**src/crc_pkg.sv**
```systemverilog
`default_nettype none
package crc_pkg;
  // ****************************************************************
  // Register map
  // ****************************************************************
  localparam logic [7:0] CRC_SFR_ADDR = 8'hB9;
  localparam logic [3:0] CRC_PAGE_CTRL = 4'h0;
  localparam logic [3:0] CRC_PAGE_CFG = 4'hF;
  localparam logic [7:0] CRC_CTRL_RESET = 8'h00;
  localparam logic [7:0] CRC_CFG_RESET = 8'h00;
  localparam int CRC_DIR_BIT = 7;
  localparam int CRC_MODE_BIT = 6;
  localparam int CRC_TRIM_EN_BIT = 7;
  localparam int CRC_STEP_W = 6;
  localparam logic [7:0] CRC_CFG_RD_MASK = 8'h87;
  localparam logic [5:0] CRC_STEP_ZERO = 6'h00;
  localparam logic [3:0] CRC_HI_STEP = 4'h8;
  localparam logic [3:0] CRC_LO_STEP = 4'h1;
  localparam int CRC_CHANNELS = 6;

  // Bus write and read port of the special function register space.
  typedef struct packed {
    logic wr;
    logic rd;
    logic [3:0] page;
    logic [7:0] addr;
    logic [7:0] wdata;
  } crc_sfr_s;

  // Analog drive settings handed to the current cell.
  typedef struct packed {
    logic enable;
    logic sink;
    logic high_mode;
    logic [5:0] step_count;
    logic trim_cell_on;
  } crc_drive_s;
endpackage
`default_nettype wire

```
**src/crc_current_ref.sv**
```systemverilog
`default_nettype none
// How it works
// The current output is on whenever the step count is nonzero and off when it is zero.
// Control bit 7 picks direction, 0 sources and 1 sinks current.
// Control bit 6 picks the step size, 0 unit steps and 1 eight times larger steps.
// Control bits 5 to 0 are the step count, output being direction times step times count.
// Fine-trim mode lets a chosen counter-array waveform gate an extra two-LSB cell.
// With low count bits 00b, a full duty trim waveform equals low bits 10b.
// Configuration bit 7 turns fine-trim mode on or off.
// The source select picks counter-array channel 0 to 3 by 000 to 011, 4 by 100, 5 by 101.
// Software writes no reserved source select code.
// Configuration bits 6 to 3 read as zero and ignore writes.
// Both registers sit at address 0xB9, control on page 0x0 and configuration on page 0xF.
// Reset clears every field of both registers.
module crc_current_ref
  import crc_pkg::*;
#(
  parameter int CHANNELS = CRC_CHANNELS
) (
  input wire logic i_clk,
  input wire logic i_resetn,
  input wire crc_sfr_s i_sfr,
  input wire logic [CHANNELS-1:0] i_counter_array_output,
  output logic [7:0] o_rdata,
  output logic o_rvalid,
  output crc_drive_s o_drive,
  output logic [9:0] o_level_ua
);

  // ****************************************************************
  // Register file
  // ****************************************************************
  logic [7:0] ctrl_q, ctrl_d;
  logic [7:0] cfg_q, cfg_d;
  logic [7:0] rdata_d;
  logic rvalid_d;

  // Decodes one page at the shared address.
  function automatic logic hit(input crc_sfr_s s, input logic [3:0] pg);
    hit = (s.addr == CRC_SFR_ADDR) && (s.page == pg);
  endfunction

  // Computes register next values and read data.
  always_comb begin
    ctrl_d = ctrl_q;
    cfg_d = cfg_q;
    rdata_d = 8'h00;
    rvalid_d = 1'b0;
    // paged decode
    if (i_sfr.wr && hit(i_sfr, CRC_PAGE_CTRL)) begin
      ctrl_d = i_sfr.wdata;
    end
    // unused bits dropped
    if (i_sfr.wr && hit(i_sfr, CRC_PAGE_CFG)) begin
      cfg_d = i_sfr.wdata & CRC_CFG_RD_MASK;
    end
    if (i_sfr.rd && hit(i_sfr, CRC_PAGE_CTRL)) begin
      rdata_d = ctrl_q;
      rvalid_d = 1'b1;
    end else if (i_sfr.rd && hit(i_sfr, CRC_PAGE_CFG)) begin
      rdata_d = cfg_q & CRC_CFG_RD_MASK;
      rvalid_d = 1'b1;
    end
  end

  // reset to zero
  always_ff @(posedge i_clk or negedge i_resetn) begin
    if (!i_resetn) begin
      ctrl_q <= CRC_CTRL_RESET;
      cfg_q <= CRC_CFG_RESET;
      o_rdata <= 8'h00;
      o_rvalid <= 1'b0;
    end else begin
      ctrl_q <= ctrl_d;
      cfg_q <= cfg_d;
      o_rdata <= rdata_d;
      o_rvalid <= rvalid_d;
    end
  end

  // ****************************************************************
  // Drive computation
  // ****************************************************************
  logic trim_wave;
  logic [5:0] count;
  logic [3:0] step;
  logic [9:0] level_d;
  crc_drive_s drive_d;

  // Builds the trim wave, the drive word and the commanded magnitude in microamps.
  always_comb begin
    trim_wave = 1'b0;
    // channel select, reserved codes give no trim
    if (int'(cfg_q[2:0]) < CHANNELS) begin
      trim_wave = i_counter_array_output[cfg_q[2:0]];
    end
    count = ctrl_q[CRC_STEP_W-1:0];
    // step size
    step = ctrl_q[CRC_MODE_BIT] ? CRC_HI_STEP : CRC_LO_STEP;
    // enable on nonzero count
    drive_d.enable = (count != CRC_STEP_ZERO);
    // direction bit
    drive_d.sink = ctrl_q[CRC_DIR_BIT];
    drive_d.high_mode = ctrl_q[CRC_MODE_BIT];
    drive_d.step_count = count;
    // trim cell gating
    drive_d.trim_cell_on = cfg_q[CRC_TRIM_EN_BIT] && trim_wave;
    // magnitude, trim cell weighs two LSBs
    // Widened before the sum so that 65 steps of eight do not wrap.
    level_d = (10'(count) + (drive_d.trim_cell_on ? 10'h002 : 10'h000)) * 10'(step);
  end

  // Registers the analog-facing outputs.
  always_ff @(posedge i_clk or negedge i_resetn) begin
    if (!i_resetn) begin
      o_drive <= '0;
      o_level_ua <= 10'h000;
    end else begin
      o_drive <= drive_d;
      o_level_ua <= level_d;
    end
  end

  // ****************************************************************
  // Checks
  // ****************************************************************
  // enable check
  zero_disables_a: assert property (@(posedge i_clk) disable iff (!i_resetn)
    1'b1 |=> (o_drive.enable == ($past(ctrl_q[5:0]) != 6'h00)))
    else $error("enable does not follow step count");
  // direction check
  sink_follows_a: assert property (@(posedge i_clk) disable iff (!i_resetn)
    (i_sfr.wr && hit(i_sfr, CRC_PAGE_CTRL)) |=> ##1 (o_drive.sink == $past(i_sfr.wdata[7], 2)))
    else $error("direction not taken from bit 7");
  // step size check
  high_mode_scale_a: assert property (@(posedge i_clk) disable iff (!i_resetn)
    1'b1 |=>
    (o_drive.high_mode == $past(ctrl_q[6])))
    else $error("step mode mismatch");
  // magnitude check
  level_calc_a: assert property (@(posedge i_clk) disable iff (!i_resetn)
    (!o_drive.trim_cell_on) |-> (o_level_ua ==
    10'(o_drive.step_count * (o_drive.high_mode ? 8 : 1))))
    else $error("output level wrong");
  // trim gating check
  trim_gate_a: assert property (@(posedge i_clk) disable iff (!i_resetn)
    !$past(cfg_q[7]) |-> !o_drive.trim_cell_on)
    else $error("trim cell on while trim disabled");
  // trim equivalence check
  trim_equiv_a: assert property (@(posedge i_clk) disable iff (!i_resetn)
    (o_drive.trim_cell_on && o_drive.step_count[1:0] == 2'b00) |->
    (o_level_ua == 10'((o_drive.step_count | 6'h02) * (o_drive.high_mode ? 8 : 1))))
    else $error("full duty trim not equal to 10b");
  // unused bits check
  cfg_unused_a: assert property (@(posedge i_clk) disable iff (!i_resetn)
    cfg_q[6:3] == 4'h0)
    else $error("unused configuration bits set");
  // read page check
  read_page_a: assert property (@(posedge i_clk) disable iff (!i_resetn)
    (i_sfr.rd && hit(i_sfr, CRC_PAGE_CFG)) |=> (o_rvalid && o_rdata == $past(cfg_q)))
    else $error("configuration read wrong");

  // ****************************************************************
  // Register access and drive checks
  // ****************************************************************
  // control write lands
  ctrl_write_a: assert property (@(posedge i_clk) disable iff (!i_resetn)
    (i_sfr.wr && hit(i_sfr, CRC_PAGE_CTRL)) |=>
    (ctrl_q == $past(i_sfr.wdata)))
    else $error("control write lost");
  // configuration write keeps used bits
  cfg_write_a: assert property (@(posedge i_clk) disable iff (!i_resetn)
    (i_sfr.wr && hit(i_sfr, CRC_PAGE_CFG)) |=>
    (cfg_q[7] == $past(i_sfr.wdata[7]) && cfg_q[2:0] == $past(i_sfr.wdata[2:0])))
    else $error("configuration write lost");
  // other pages ignored
  stray_write_a: assert property (@(posedge i_clk) disable iff (!i_resetn)
    (i_sfr.wr && !hit(i_sfr, CRC_PAGE_CTRL) && !hit(i_sfr, CRC_PAGE_CFG)) |=>
    ($stable(ctrl_q) && $stable(cfg_q)))
    else $error("write outside the register pages took effect");
  // control read data
  ctrl_read_a: assert property (@(posedge i_clk) disable iff (!i_resetn)
    (i_sfr.rd && hit(i_sfr, CRC_PAGE_CTRL)) |=>
    (o_rvalid && o_rdata == $past(ctrl_q)))
    else $error("control read wrong");
  // no answer off the map
  stray_read_a: assert property (@(posedge i_clk) disable iff (!i_resetn)
    !(i_sfr.rd && (hit(i_sfr, CRC_PAGE_CTRL) || hit(i_sfr, CRC_PAGE_CFG))) |=>
    (!o_rvalid && o_rdata == 8'h00))
    else $error("read answered without a register hit");
  // count passes through
  count_follows_a: assert property (@(posedge i_clk) disable iff (!i_resetn)
    1'b1 |=>
    (o_drive.step_count == $past(ctrl_q[5:0])))
    else $error("step count not taken from the control register");
  // code 100 picks channel four
  source_four_a: assert property (@(posedge i_clk) disable iff (!i_resetn)
    (cfg_q[7] && cfg_q[2:0] == 3'h4) |=>
    (o_drive.trim_cell_on == $past(i_counter_array_output[4])))
    else $error("channel four not routed to the trim cell");
  // reserved codes silent
  reserved_off_a: assert property (@(posedge i_clk) disable iff (!i_resetn)
    (cfg_q[2:0] == 3'h6 || cfg_q[2:0] == 3'h7) |=>
    !o_drive.trim_cell_on)
    else $error("reserved select code drives the trim cell");
  // trim cell weight
  trim_level_a: assert property (@(posedge i_clk) disable iff (!i_resetn)
    o_drive.trim_cell_on |->
    (o_level_ua == 10'((o_drive.step_count + 2) * (o_drive.high_mode ? 8 : 1))))
    else $error("trim cell does not add two steps");
  // all zero control idles
  idle_drive_a: assert property (@(posedge i_clk) disable iff (!i_resetn)
    (ctrl_q == 8'h00 && !cfg_q[7]) |=>
    (o_drive == '0 && o_level_ua == 10'h000))
    else $error("reference not idle with zero control");
  // state clear after reset
  reset_clear_a: assert property (@(posedge i_clk)
    $rose(i_resetn) |->
    (ctrl_q == 8'h00 && cfg_q == 8'h00 && o_drive == '0))
    else $error("state not cleared by reset");
endmodule
`default_nettype wire

```
**config.mk**
```make
export PLATFORM = sky130hd
export DESIGN_NAME = crc_current_ref
export DESIGN_NICKNAME = d
export VERILOG_FILES = /design/src/crc_pkg.sv /design/src/crc_current_ref.sv
export SDC_FILE = /design/constraint.sdc
export NUM_CORES = 1
export LEC_CHECK = 0
export BUFFER_PORTS_ARGS = -buffer_cell sky130_fd_sc_hd__clkbuf_2
export CAP_MARGIN = 20
export CORE_MARGIN = 2
export CORE_UTILIZATION = 25
export DETAILED_ROUTE_END_ITERATION = 10
export GPL_ROUTABILITY_DRIVEN = 0
export GPL_TIMING_DRIVEN = 0
export PLACE_DENSITY = 0.53
export SKIP_CTS_REPAIR_TIMING = 1
export SLEW_MARGIN = 10
export SYNTH_ARGS = -nofsm -noshare
export SYNTH_HDL_FRONTEND = slang
export SYNTH_SLANG_ARGS = --single-unit
```
**constraint.sdc**
```tcl
create_clock -name i_clk -period 8.3 [get_ports i_clk]
set_input_delay 0.415 -clock i_clk [delete_from_list [all_inputs] [get_ports i_clk]]
set_output_delay 0.415 -clock i_clk [all_outputs]
set_load 0.1 [all_outputs]
```
==> results of run 1 <==
-- stage by stage --
step / cell area, um^2 / utilization [%] / power (mW) / hold slack [ns]
2_1_floorplan: 1750 / - / 0.216 / 0.119
3_3_place_gp: 2160 / 31.9 / 0.229 / 0.383
3_5_place_dp: 2160 / 31.9 / 0.229 / 0.381
4_1_cts: 2300 / 33.9 / 0.423 / 0.318
5_1_grt: 2330 / 34.3 / 0.437 / 0.334
6_report: 2330 / 34.3 / 0.419 / 0.348
-- sequential cells by signal, indices dropped and copies added (netlist names) --
| name | count |
|---|---|
| o_rvalid | 1 |
| o_drive | 10 |
| o_level_ua | 10 |
| cfg_q | 4 |
| ctrl_q | 8 |
| o_rdata | 8 |
-- critical path: stages, from the launching register on --
cell                      delay [ns]
sky130_fd_sc_hd__dfrtp_1        0.43
sky130_fd_sc_hd__mux4_2         0.51
sky130_fd_sc_hd__mux2i_1        0.13
sky130_fd_sc_hd__nor2b_1        0.09
sky130_fd_sc_hd__ha_1           0.22
sky130_fd_sc_hd__ha_1           0.21
sky130_fd_sc_hd__xor2_1         0.15
sky130_fd_sc_hd__and2_1         0.17
sky130_fd_sc_hd__ha_1           0.19
sky130_fd_sc_hd__ha_1           0.23
sky130_fd_sc_hd__fa_1           0.47
sky130_fd_sc_hd__a21o_1         0.17
sky130_fd_sc_hd__a21oi_1        0.18
sky130_fd_sc_hd__xor2_1         0.15
-- power by group through the flow --
stage	Clock (mW)	Sequential [mW]	Combinational (mW)
final	0.193	0.201	0.0244
after global routing	0.209	0.201	0.0272
after CTS	0.198	0.201	0.0237
after detailed placement	0	0.205	0.0236
after global placement	0	0.205	0.0235
after floorplan	0	0.212	0.00393
-- cells by family (layout without fill, tap and decap cells) --
group                      count (synthesis)  in the layout  share of synthesized area, %
buffers and inverters                      6             74                          1.72
AOI/OAI and AO/OA                         15             15                          5.86
DFF                                       41             41                          58.6
muxes                                     16             16                          12.5
xor gates and xnor gates                   6              6                          3.00
adders and majority gates                  9              9                          6.86
other                                      1              2                         0.214
and+or+nand+nor                           33             33                          11.2
-- synth_stat cells --
cell	number	area, um^2
sky130_fd_sc_hd__a21oi_1	4	20.0
sky130_fd_sc_hd__a22o_1	4	35.0
sky130_fd_sc_hd__buf_6	1	11.3
sky130_fd_sc_hd__a21o_1	3	22.5
sky130_fd_sc_hd__dfrtp_1	41	1030
sky130_fd_sc_hd__nand3_1	4	20.0
sky130_fd_sc_hd__or4_4	2	22.5
sky130_fd_sc_hd__mux2i_1	2	20.0
sky130_fd_sc_hd__fa_1	1	20.0
sky130_fd_sc_hd__o21ai_0	2	10.0
sky130_fd_sc_hd__nor2b_1	4	25.0
sky130_fd_sc_hd__conb_1	1	3.75
sky130_fd_sc_hd__mux2_2	5	56.3
sky130_fd_sc_hd__nor4_1	1	6.26
sky130_fd_sc_hd__mux4_2	1	22.5
sky130_fd_sc_hd__xnor2_1	2	17.5
sky130_fd_sc_hd__nand2_1	3	11.3
sky130_fd_sc_hd__clkbuf_1	2	7.51
sky130_fd_sc_hd__nand4bb_1	1	11.3
sky130_fd_sc_hd__or3_1	1	6.26
sky130_fd_sc_hd__o21bai_1	1	7.51
sky130_fd_sc_hd__xor2_1	4	35.0
sky130_fd_sc_hd__a211oi_1	1	7.51
sky130_fd_sc_hd__and2_1	6	37.5
sky130_fd_sc_hd__inv_1	3	11.3
sky130_fd_sc_hd__nor2_1	6	22.5
sky130_fd_sc_hd__nand4b_1	1	8.76
sky130_fd_sc_hd__nor3_1	1	5.00
sky130_fd_sc_hd__or4_1	1	7.51
sky130_fd_sc_hd__nand4_1	1	6.26
sky130_fd_sc_hd__mux2_4	8	120
sky130_fd_sc_hd__and3_1	1	6.26
sky130_fd_sc_hd__ha_1	8	100
-- cell type report --
cell class | instances | share of cell area [%]
clock inverter | 3 | 2.95
buffer | 3 | 0.805
timing repair buffer | 60 | 13.7
sequential | 41 | 44.0
inverter | 3 | 0.483
tap | 96 | 5.15
clock buffer | 5 | 2.95
multi-input combinational | 81 | 29.9
-- routing by layer --
layer  GRT usage [%]  up-vias
met5               0        -
met4            3.78        0
met3            3.68        6
met2            15.1       45
met1            12.3      546
li1                -      582
-- how the worst max path moves through the flow --
stage | start | endpoint | depth (start not counted)
2_1_floorplan | cfg_q[0] | o_level_ua[8] | 13
3_5_place_dp | i_counter_array_output[5] | o_level_ua[8] | 14
4_1_cts | cfg_q[0] | o_level_ua[8] | 13
5_1_grt | cfg_q[0] | o_level_ua[8] | 13
6_report | cfg_q[0] | o_level_ua[8] | 13
3_3_place_gp | i_counter_array_output[5] | o_level_ua[8] | 14
==> key figures, run 1 <==
CTS
  – TritonCTS buffer count: 5
  – H-tree depth: 2
  – Clk pin slew, worst setup/hold paths: 0.08 ns
  – Maximum count of clock buffers along a single path: 2
  – Cell chosen for the clock root: sky130_fd_sc_hd__clkbuf_8
  – Skew-Pair Late Insertion Delay: 0.30 ns
  – Clock sink count: 41
  – CTS tree: yes

Timing
  – Sum of negative setup slack: 0 ns
  – Hold violation total from the final report: 0
  – Slew of the pin with the lowest slew margin: 0.550 ns
  – Headroom to the max-slew limit: 63.5%
  – Setup repair after global routing missed its margin: no
  – Part of the cycle the worst path needs: 40.7%
  – Number of slew-limit violations in the final report: 0
  – Maximum clock frequency: 296 MHz
  – Setup clock skew after layout: 0.00746 ns
  – Final Setup Violations: 0
  – Final worst path period need: 3.38 ns
  – Post-route worst setup slack: 4.92 ns

Worst setup path
  – FF-to-FF path depth: 13
  – Critical path required time: 8.52 ns
  – Crit Path Max Fanout: 4
  – Critical path arrival: 3.59 ns
  – Startpoint types: register
  – Worst setup path category: register to register
  – Crit Reg-Reg Endpoint: o_level_ua[8]
  – Reg-to-reg critical path startpoint: cfg_q[0]
  – Kind of end point of the critical path: register
  – Worst reg-to-reg setup slack: 4.92 ns

Placement
  – Pre-CTS setup slack: 4.87 ns
  – Number of placed instances, taps included: 282
  – HPWL reported at the end of detailed placement: 2670 um
  – Number of port buffers: 58

Power and ir drop
  – Internal power: 331 uW
  – Cell Pwr Density: 180 nW/um^2
  – Portion of total power attributed to the clock network: 46.1%
  – Share of power burned in combinational logic: 5.8%
  – Flop pwr share: 48.1%
  – Reported leakage power: 1.28 nW
  – Worst VDD drop: 0.0700 mV
  – Switching component of the power: 87.9 uW
  – Sw frac: 21.0%

Global route
  – Vias in the first global route: 1184
  – Grt total ovfl: 0
  – Maximum number of pins on one net before global-route repair: 42
  – First-pass GRT wire length: 5660 um
  – Global-route usage over all layers: 9.71%
  – Antenna violations before repair: 0

Layout
  – # diodes: 0
  – Commonest non-fill, non-tap cell in the layout: sky130_fd_sc_hd__clkbuf_2
  – Area grow syn2layout: 33.2%
  – Leading cell types in the layout, fill and taps excluded: sky130_fd_sc_hd__clkbuf_2 (58), sky130_fd_sc_hd__dfrtp_1 (41), sky130_fd_sc_hd__mux2_4 (8), sky130_fd_sc_hd__ha_1 (8)
  – Post-layout instance count excluding filler cells: 292
  – Area taken by flip-flops and latches: 1030 um^2
  – Area used by multi-input combinational logic: 698 um^2
  – Fill cell instance count of the final layout: 703
  – Net count of the finished layout: 234
  – Layout cells sized above 1: 42.9%

Drt
  – Overall via count from detail_route: 1179
  – Final routed wire length divided by cell count: 11.7 um
  – Routed length on met3: 268 um
  – First-pass iteration count of the detailed router: 2
  – Drt initial violations: 29
  – Routed wl met2: 1540 um
  – DRC Markers: 0
  – Overall routed net length: 3400 um
  – Max layer used: met4
  – Remaining number of nets flagged by the antenna check after routing: 0
  – Post-route met1 wirelength: 1550 um
  – Ratio of routed vias to standard cells: 4.04

Worst hold path
  – Capture endpoint of the worst hold path: ctrl_q[6]
  – Hold-critical path depth: 2
  – Path type of the worst min-delay path: input pin to register
  – Worst Min Path Start: i_sfr[6]

Die
  – Area of the die: 7690 um^2
  – Number of I/O pins: 59
  – Die width: 87.7 um
  – Area inside the core boundary: 6790 um^2
  – Vertical die dimension: 87.7 um
  – Starting utilization of the core area: 25.8%
  – Cell row count: 30

Synthesis
  – Post-Syn Instances: 127
  – Synthesized flop and latch total: 41
  – Count of distinct cell types in the synthesized netlist: 33
  – Avg Synthesized Cell Area: 13.8 um^2
  – Number of warnings issued by yosys: 0
  – Synthesized cell area: 1750 um^2
  – Seq/Total Area, Yosys: 58.6%

Run status
  – Result of the run: complete, no violations

Run
  – Count of max-cap constraint violations: 0
(Power assumes the default switching activity.)
==> run 2: changes to the inputs <==
==> constraint.sdc (replaced) <==
create_clock -name i_clk -period 3.2 [get_ports i_clk]
set_input_delay 0.16 -clock i_clk [delete_from_list [all_inputs] [get_ports i_clk]]
set_output_delay 0.16 -clock i_clk [all_outputs]
set_load 0.1 [all_outputs]
==> run 2 against run 1 <==
Compared with the run above: final cell count rose by 0.34%; critical path depth did not move; register-to-register slack got worse by 4.8 ns; maximum frequency rose by 9.5%; first-iteration DRC count fell by 31%; worst hold slack got worse by 0.25 ns; die area did not move; wire length rose by 3.8%; clock power rose to 2.6 times the previous value; non-clock buffer count rose by 1; via count rose by 1.5%; combinational power rose to 2.6 times the previous value; critical endpoint unchanged.
==> key figures, run 2 (synthesized netlist as in run 1, its figures left out) <==
Run status
  – Result of the run: complete, no violations

Drt
  – DRC Markers: 0
  – First-pass iteration count of the detailed router: 2
  – Overall routed net length: 3530 um
  – Remaining number of nets flagged by the antenna check after routing: 0
  – Ratio of routed vias to standard cells: 4.09
  – Overall via count from detail_route: 1197
  – Drt initial violations: 20
  – Final routed wire length divided by cell count: 12.1 um

Worst setup path
  – Crit Path Max Fanout: 4
  – Crit Reg-Reg Endpoint: o_level_ua[8]
  – Startpoint types: register
  – Crit path to: o_level_ua[8]
  – Reg-to-reg critical path startpoint: cfg_q[0]
  – Worst reg-to-reg setup slack: 0.12 ns
  – Critical path arrival: 3.30 ns
  – Critical path required time: 3.42 ns
  – FF-to-FF path depth: 13
  – Worst Setup SP: cfg_q[0]
  – Worst setup path category: register to register
  – Kind of end point of the critical path: register

CTS
  – CTS tree: yes
  – Cell chosen for the clock root: sky130_fd_sc_hd__clkbuf_8
  – Clock sink count: 41
  – TritonCTS buffer count: 5
  – Clk pin slew, worst setup/hold paths: 0.08 ns
  – Maximum count of clock buffers along a single path: 2
  – Skew-Pair Late Insertion Delay: 0.30 ns
  – H-tree depth: 2

Layout
  – Net count of the finished layout: 235
  – End-of-flow core utilization: 35.9%
  – Area used by multi-input combinational logic: 800 um^2
  – Layout cells sized above 1: 50.8%
  – Leading registers by flop count: o_drive (10), o_level_ua (10)
  – Fill cell instance count of the final layout: 700
  – Area taken by flip-flops and latches: 1030 um^2
  – Commonest non-fill, non-tap cell in the layout: sky130_fd_sc_hd__clkbuf_2
  – Post-layout instance count excluding filler cells: 293
  – Area grow syn2layout: 39.5%
  – # diodes: 0
  – Area of all placed cells without fillers: 2440 um^2
  – Leading cell types in the layout, fill and taps excluded: sky130_fd_sc_hd__clkbuf_2 (58), sky130_fd_sc_hd__dfrtp_1 (40), sky130_fd_sc_hd__mux2_4 (9)

Timing
  – Setup repair after global routing missed its margin: yes
  – Post-route worst setup slack: 0.115 ns
  – Maximum clock frequency: 324 MHz
  – Slew of the pin with the lowest slew margin: 0.550 ns
  – Final worst path period need: 3.08 ns
  – Sum of negative setup slack: 0 ns
  – Final Setup Violations: 0
  – Hold violation total from the final report: 0
  – Final-layout worst hold slack: 0.0936 ns
  – Setup clock skew after layout: 0.00816 ns
  – Part of the cycle the worst path needs: 96.4%
  – Number of slew-limit violations in the final report: 0
  – Headroom to the max-slew limit: 63.5%

Power and ir drop
  – Worst VDD drop: 0.181 mV
  – Cell Pwr Density: 445 nW/um^2
  – Internal power: 858 uW
  – Share of power burned in combinational logic: 5.9%
  – Sw frac: 20.9%
  – Reported leakage power: 1.28 nW
  – Portion of total power attributed to the clock network: 46.0%
  – Switching component of the power: 227 uW
  – Flop pwr share: 48.1%
  – Total power after layout: 1.09 mW

Die
  – Vertical die dimension: 87.7 um
  – Cell row count: 30
  – Area inside the core boundary: 6790 um^2
  – Starting utilization of the core area: 25.8%
  – Number of I/O pins: 59
  – Area of the die: 7690 um^2
  – Die width: 87.7 um

Run
  – Count of max-cap constraint violations: 0

Placement
  – Number of port buffers: 58
  – Number of placed instances, taps included: 282
  – HPWL reported at the end of detailed placement: 2670 um
  – Cell area reported after detailed placement: 2160 um^2
  – Pre-CTS setup slack: -0.209 ns

Global route
  – Global-route usage over all layers: 9.71%
  – Grt total ovfl: 0
  – Antenna violations before repair: 0
  – First-pass GRT wire length: 5660 um
  – Vias in the first global route: 1184
  – Maximum number of pins on one net before global-route repair: 42

Worst hold path
  – Path type of the worst min-delay path: input pin to register
## run 2: layout make-up
class	instances	area share, %
plain buffers	3	0.768
flip-flops and latches	41	42.1
well taps	96	4.92
clock buffers	5	2.82
multi-input cells	81	32.7
repair buffers	61	13.4
inverters	3	0.461
clock inverters	3	2.82
## run 2: routing by layer
layer  wire, um  part of all wire, %  global-route usage, %
met5          0                    0                      0
met4         51                  1.4                   3.78
met3        268                  7.6                   3.68
met2       1660                   47                   15.1
met1       1560                   44                   12.3
## run 2: worst min-delay path by stage
| stage | start | endpoint | slack [ns] | cells past startpoint |
|---|---|---|---|---|
| after floorplan | i_resetn | cfg_q[0] | -0.14 | 0 |
| final | i_sfr[6] | ctrl_q[6] | 0.09 | 2 |
| after detailed placement | ctrl_q[6] | o_drive[7] | 0.38 | 0 |
| after global placement | i_resetn | o_level_ua[9] | 0.38 | 1 |
| after global routing | i_sfr[3] | ctrl_q[3] | 0.08 | 2 |
| after CTS | i_resetn | o_drive[1] | 0.06 | 1 |
## run 2: worst max-delay path, cell delays in order (launching register included)
cell	delay, ns
sky130_fd_sc_hd__dfrtp_2	0.41
sky130_fd_sc_hd__mux4_2	0.49
sky130_fd_sc_hd__mux2i_1	0.16
sky130_fd_sc_hd__nor2b_2	0.09
sky130_fd_sc_hd__ha_4	0.18
sky130_fd_sc_hd__nand3_2	0.09
sky130_fd_sc_hd__xor2_2	0.17
sky130_fd_sc_hd__nor2_1	0.07
sky130_fd_sc_hd__ha_1	0.32
sky130_fd_sc_hd__ha_4	0.19
sky130_fd_sc_hd__fa_2	0.36
sky130_fd_sc_hd__a21o_1	0.19
sky130_fd_sc_hd__a21oi_2	0.13
sky130_fd_sc_hd__xor2_1	0.15
## run 2: power groups by stage
stage                     combinational (mW)  sequential, mW  clock [mW]
after floorplan                       0.0102           0.550           0
final                                 0.0642           0.522       0.499
after CTS                             0.0614           0.522       0.515
after global routing                  0.0714           0.523       0.541
after detailed placement              0.0613           0.533           0
after global placement                0.0609           0.533           0
==> run 3: changes to the inputs <==
--- a/config.mk
+++ b/config.mk
@@ -7,12 +7,15 @@
 export LEC_CHECK = 0
 export BUFFER_PORTS_ARGS = -buffer_cell sky130_fd_sc_hd__clkbuf_2
 export CAP_MARGIN = 20
+export CELL_PAD_IN_SITES_DETAIL_PLACEMENT = 1
+export CELL_PAD_IN_SITES_GLOBAL_PLACEMENT = 2
 export CORE_MARGIN = 2
 export CORE_UTILIZATION = 25
+export CTS_CLUSTER_SIZE = 16
 export DETAILED_ROUTE_END_ITERATION = 10
 export GPL_ROUTABILITY_DRIVEN = 0
 export GPL_TIMING_DRIVEN = 0
-export PLACE_DENSITY = 0.53
+export PLACE_DENSITY = 0.72
 export SKIP_CTS_REPAIR_TIMING = 1
 export SLEW_MARGIN = 10
 export SYNTH_ARGS = -nofsm -noshare
==> run 3 against run 2 <==
Compared with the run above: sequential share of layout area up 0.52 points; combinational power up 2%; critical path depth stayed put; core utilization fell by 0.44 points; sequential power is essentially flat.
==> key figures, run 3 (synthesized netlist as in run 1, its figures left out) <==
Run status
  – Result of the run: complete, no violations

Layout
  – Commonest non-fill, non-tap cell in the layout: sky130_fd_sc_hd__clkbuf_2
  – Area of all placed cells without fillers: 2410 um^2
  – Layout cells sized above 1: 50.0%
  – Post-layout instance count excluding filler cells: 296
  – Leading cell types in the layout, fill and taps excluded: sky130_fd_sc_hd__clkbuf_2 (58), sky130_fd_sc_hd__dfrtp_1 (40), sky130_fd_sc_hd__mux2_4 (9)
  – Leading registers by flop count: o_drive (10), o_level_ua (10)
  – Net count of the finished layout: 238
  – Fill cell instance count of the final layout: 760
  – Area grow syn2layout: 37.8%
  – # diodes: 0

Placement
  – Number of placed instances, taps included: 282
  – Cell area reported after detailed placement: 2160 um^2
  – HPWL reported at the end of detailed placement: 2930 um
  – Number of port buffers: 58
  – Pre-CTS setup slack: -0.225 ns

Run
  – Count of max-cap constraint violations: 0

CTS
  – Maximum count of clock buffers along a single path: 2
  – TritonCTS buffer count: 5
  – Clock sink count: 41
  – Clk pin slew, worst setup/hold paths: 0.09 ns
  – H-tree depth: 2
  – CTS tree: yes
  – Skew-Pair Late Insertion Delay: 0.29 ns
  – Cell chosen for the clock root: sky130_fd_sc_hd__clkbuf_8

Drt
  – Overall routed net length: 3880 um
  – DRC Markers: 0
  – Final routed wire length divided by cell count: 13.1 um
  – Overall via count from detail_route: 1233
  – First-pass iteration count of the detailed router: 2
  – Ratio of routed vias to standard cells: 4.17
  – Drt initial violations: 19
  – Remaining number of nets flagged by the antenna check after routing: 0

Worst setup path
  – Worst reg-to-reg setup slack: 0.08 ns
  – Kind of end point of the critical path: register
  – Worst setup path category: register to register
  – Cell type group with the largest total delay on the critical path: adder cells
  – Logic depth of the worst path, buffers included: 13
  – Crit Reg-Reg Endpoint: o_level_ua[8]
  – Crit-path most repeated cell: sky130_fd_sc_hd__ha_2
  – FF-to-FF path depth: 13
  – Crit path to: o_level_ua[8]
  – Bufs and invs on worst path: 0
  – Crit Path Max Fanout: 3
  – Worst Setup SP: cfg_q[0]
  – Critical path required time: 3.41 ns
  – Maximum cell stage delay along the critical path: 0.49 ns
  – Ordered list of cells on the worst path: mux4_2 -> mux2i_1 -> nor2b_1 -> ha_2 -> ha_2 -> xor2_1 -> and2_1 -> ha_2 -> ha_4 -> fa_2 -> a21o_1 -> a21oi_2 -> xor2_1
  – Slowest library cell on the worst path: sky130_fd_sc_hd__mux4_2
  – Critical path arrival: 3.33 ns
  – Reg-to-reg critical path startpoint: cfg_q[0]
  – Startpoint types: register

Global route
  – First-pass GRT wire length: 6010 um
  – Grt total ovfl: 0
  – Maximum number of pins on one net before global-route repair: 42
  – Antenna violations before repair: 0
  – Vias in the first global route: 1286
  – Global-route usage over all layers: 10.3%

Timing
  – Hold violation total from the final report: 0
  – Headroom to the max-slew limit: 63.0%
  – Final worst path period need: 3.12 ns
  – Final Setup Violations: 0
  – Number of slew-limit violations in the final report: 0
  – Setup repair after global routing missed its margin: yes
  – Sum of negative setup slack: 0 ns
  – Setup clock skew after layout: 0.0104 ns
  – Maximum clock frequency: 320 MHz
  – Post-route worst setup slack: 0.0777 ns
  – Part of the cycle the worst path needs: 97.6%
  – Slew of the pin with the lowest slew margin: 0.557 ns

Die
  – Starting utilization of the core area: 25.8%
  – Cell row count: 30
  – Area of the die: 7690 um^2
  – Number of I/O pins: 59
  – Die width: 87.7 um
  – Area inside the core boundary: 6790 um^2
  – Vertical die dimension: 87.7 um

Power and ir drop
  – Worst VDD drop: 0.169 mV
  – Cell Pwr Density: 416 nW/um^2
  – Reported leakage power: 1.29 nW
  – Total power after layout: 1.00 mW

Worst hold path
  – Path type of the worst min-delay path: input pin to register
-- run 3: changes by cell type in the layout (fill, tap and decap cells not counted), sizes merged --
cell	change
buf	+3
bufinv	-1
clkinv	+1
clkinvlp	+1
inv	-1
-- run 3: worst reg2reg max path: stages (launching register included) --
cell and delay (ns):
sky130_fd_sc_hd__dfrtp_2 0.41, sky130_fd_sc_hd__mux4_2 0.49, sky130_fd_sc_hd__mux2i_1 0.14, sky130_fd_sc_hd__nor2b_1 0.09, sky130_fd_sc_hd__ha_2 0.21, sky130_fd_sc_hd__ha_2 0.19, sky130_fd_sc_hd__xor2_1 0.15, sky130_fd_sc_hd__and2_1 0.18
sky130_fd_sc_hd__ha_2 0.20, sky130_fd_sc_hd__ha_4 0.17, sky130_fd_sc_hd__fa_2 0.37, sky130_fd_sc_hd__a21o_1 0.18, sky130_fd_sc_hd__a21oi_2 0.12, sky130_fd_sc_hd__xor2_1 0.16
-- run 3: how the worst min path moves through the flow --
stage               slack [ns]       endpoint  cells past startpoint  startpoint
detailed placement        0.39  o_level_ua[8]                      1    i_resetn
CTS                       0.06      ctrl_q[1]                      1    i_resetn
finish                    0.11      ctrl_q[3]                      2    i_sfr[3]
global placement          0.39  o_level_ua[9]                      1    i_resetn
global route               0.1      ctrl_q[3]                      2    i_sfr[3]
floorplan                -0.14       cfg_q[0]                      0    i_resetn
-- run 3: where the power goes --
| part | switching [mW] | total [mW] | internal (mW) |
|---|---|---|---|
| sequential | 0.00166 | 0.522 | 0.521 |
| clock | 0.182 | 0.416 | 0.233 |
| combinational | 0.0409 | 0.0658 | 0.0249 |
-- run 3: area by class of cell --
class                   count  area (um^2)  area share, %
plain buffers               3         18.8          0.778
well taps                  96          120           4.98
inverters                   3         11.3          0.467
clock inverters             3         46.3           1.92
clock buffers               5         68.8           2.85
flip-flops and latches     41         1030           42.6
multi-input cells          81          762           31.6
repair buffers             64          358           14.8
-- run 3: per-layer routing --
metal / track usage [%] / share of wire (%) / vias up
li1: - / - / 591
met2: 17.1 / 51 / 44
met1: 12.2 / 41 / 596
met3: 4.52 / 7.7 / 2
met4: 2.94 / 0.49 / 0
met5: 0 / 0 / -
-- run 3: per-stage QoR --
step	hold WS (ns)	utilization, %
after floorplan	-0.136	-
after global placement	0.386	31.9
after detailed placement	0.387	31.9
after CTS	0.0610	33.6
after global routing	0.0957	35.5
final	0.112	35.5
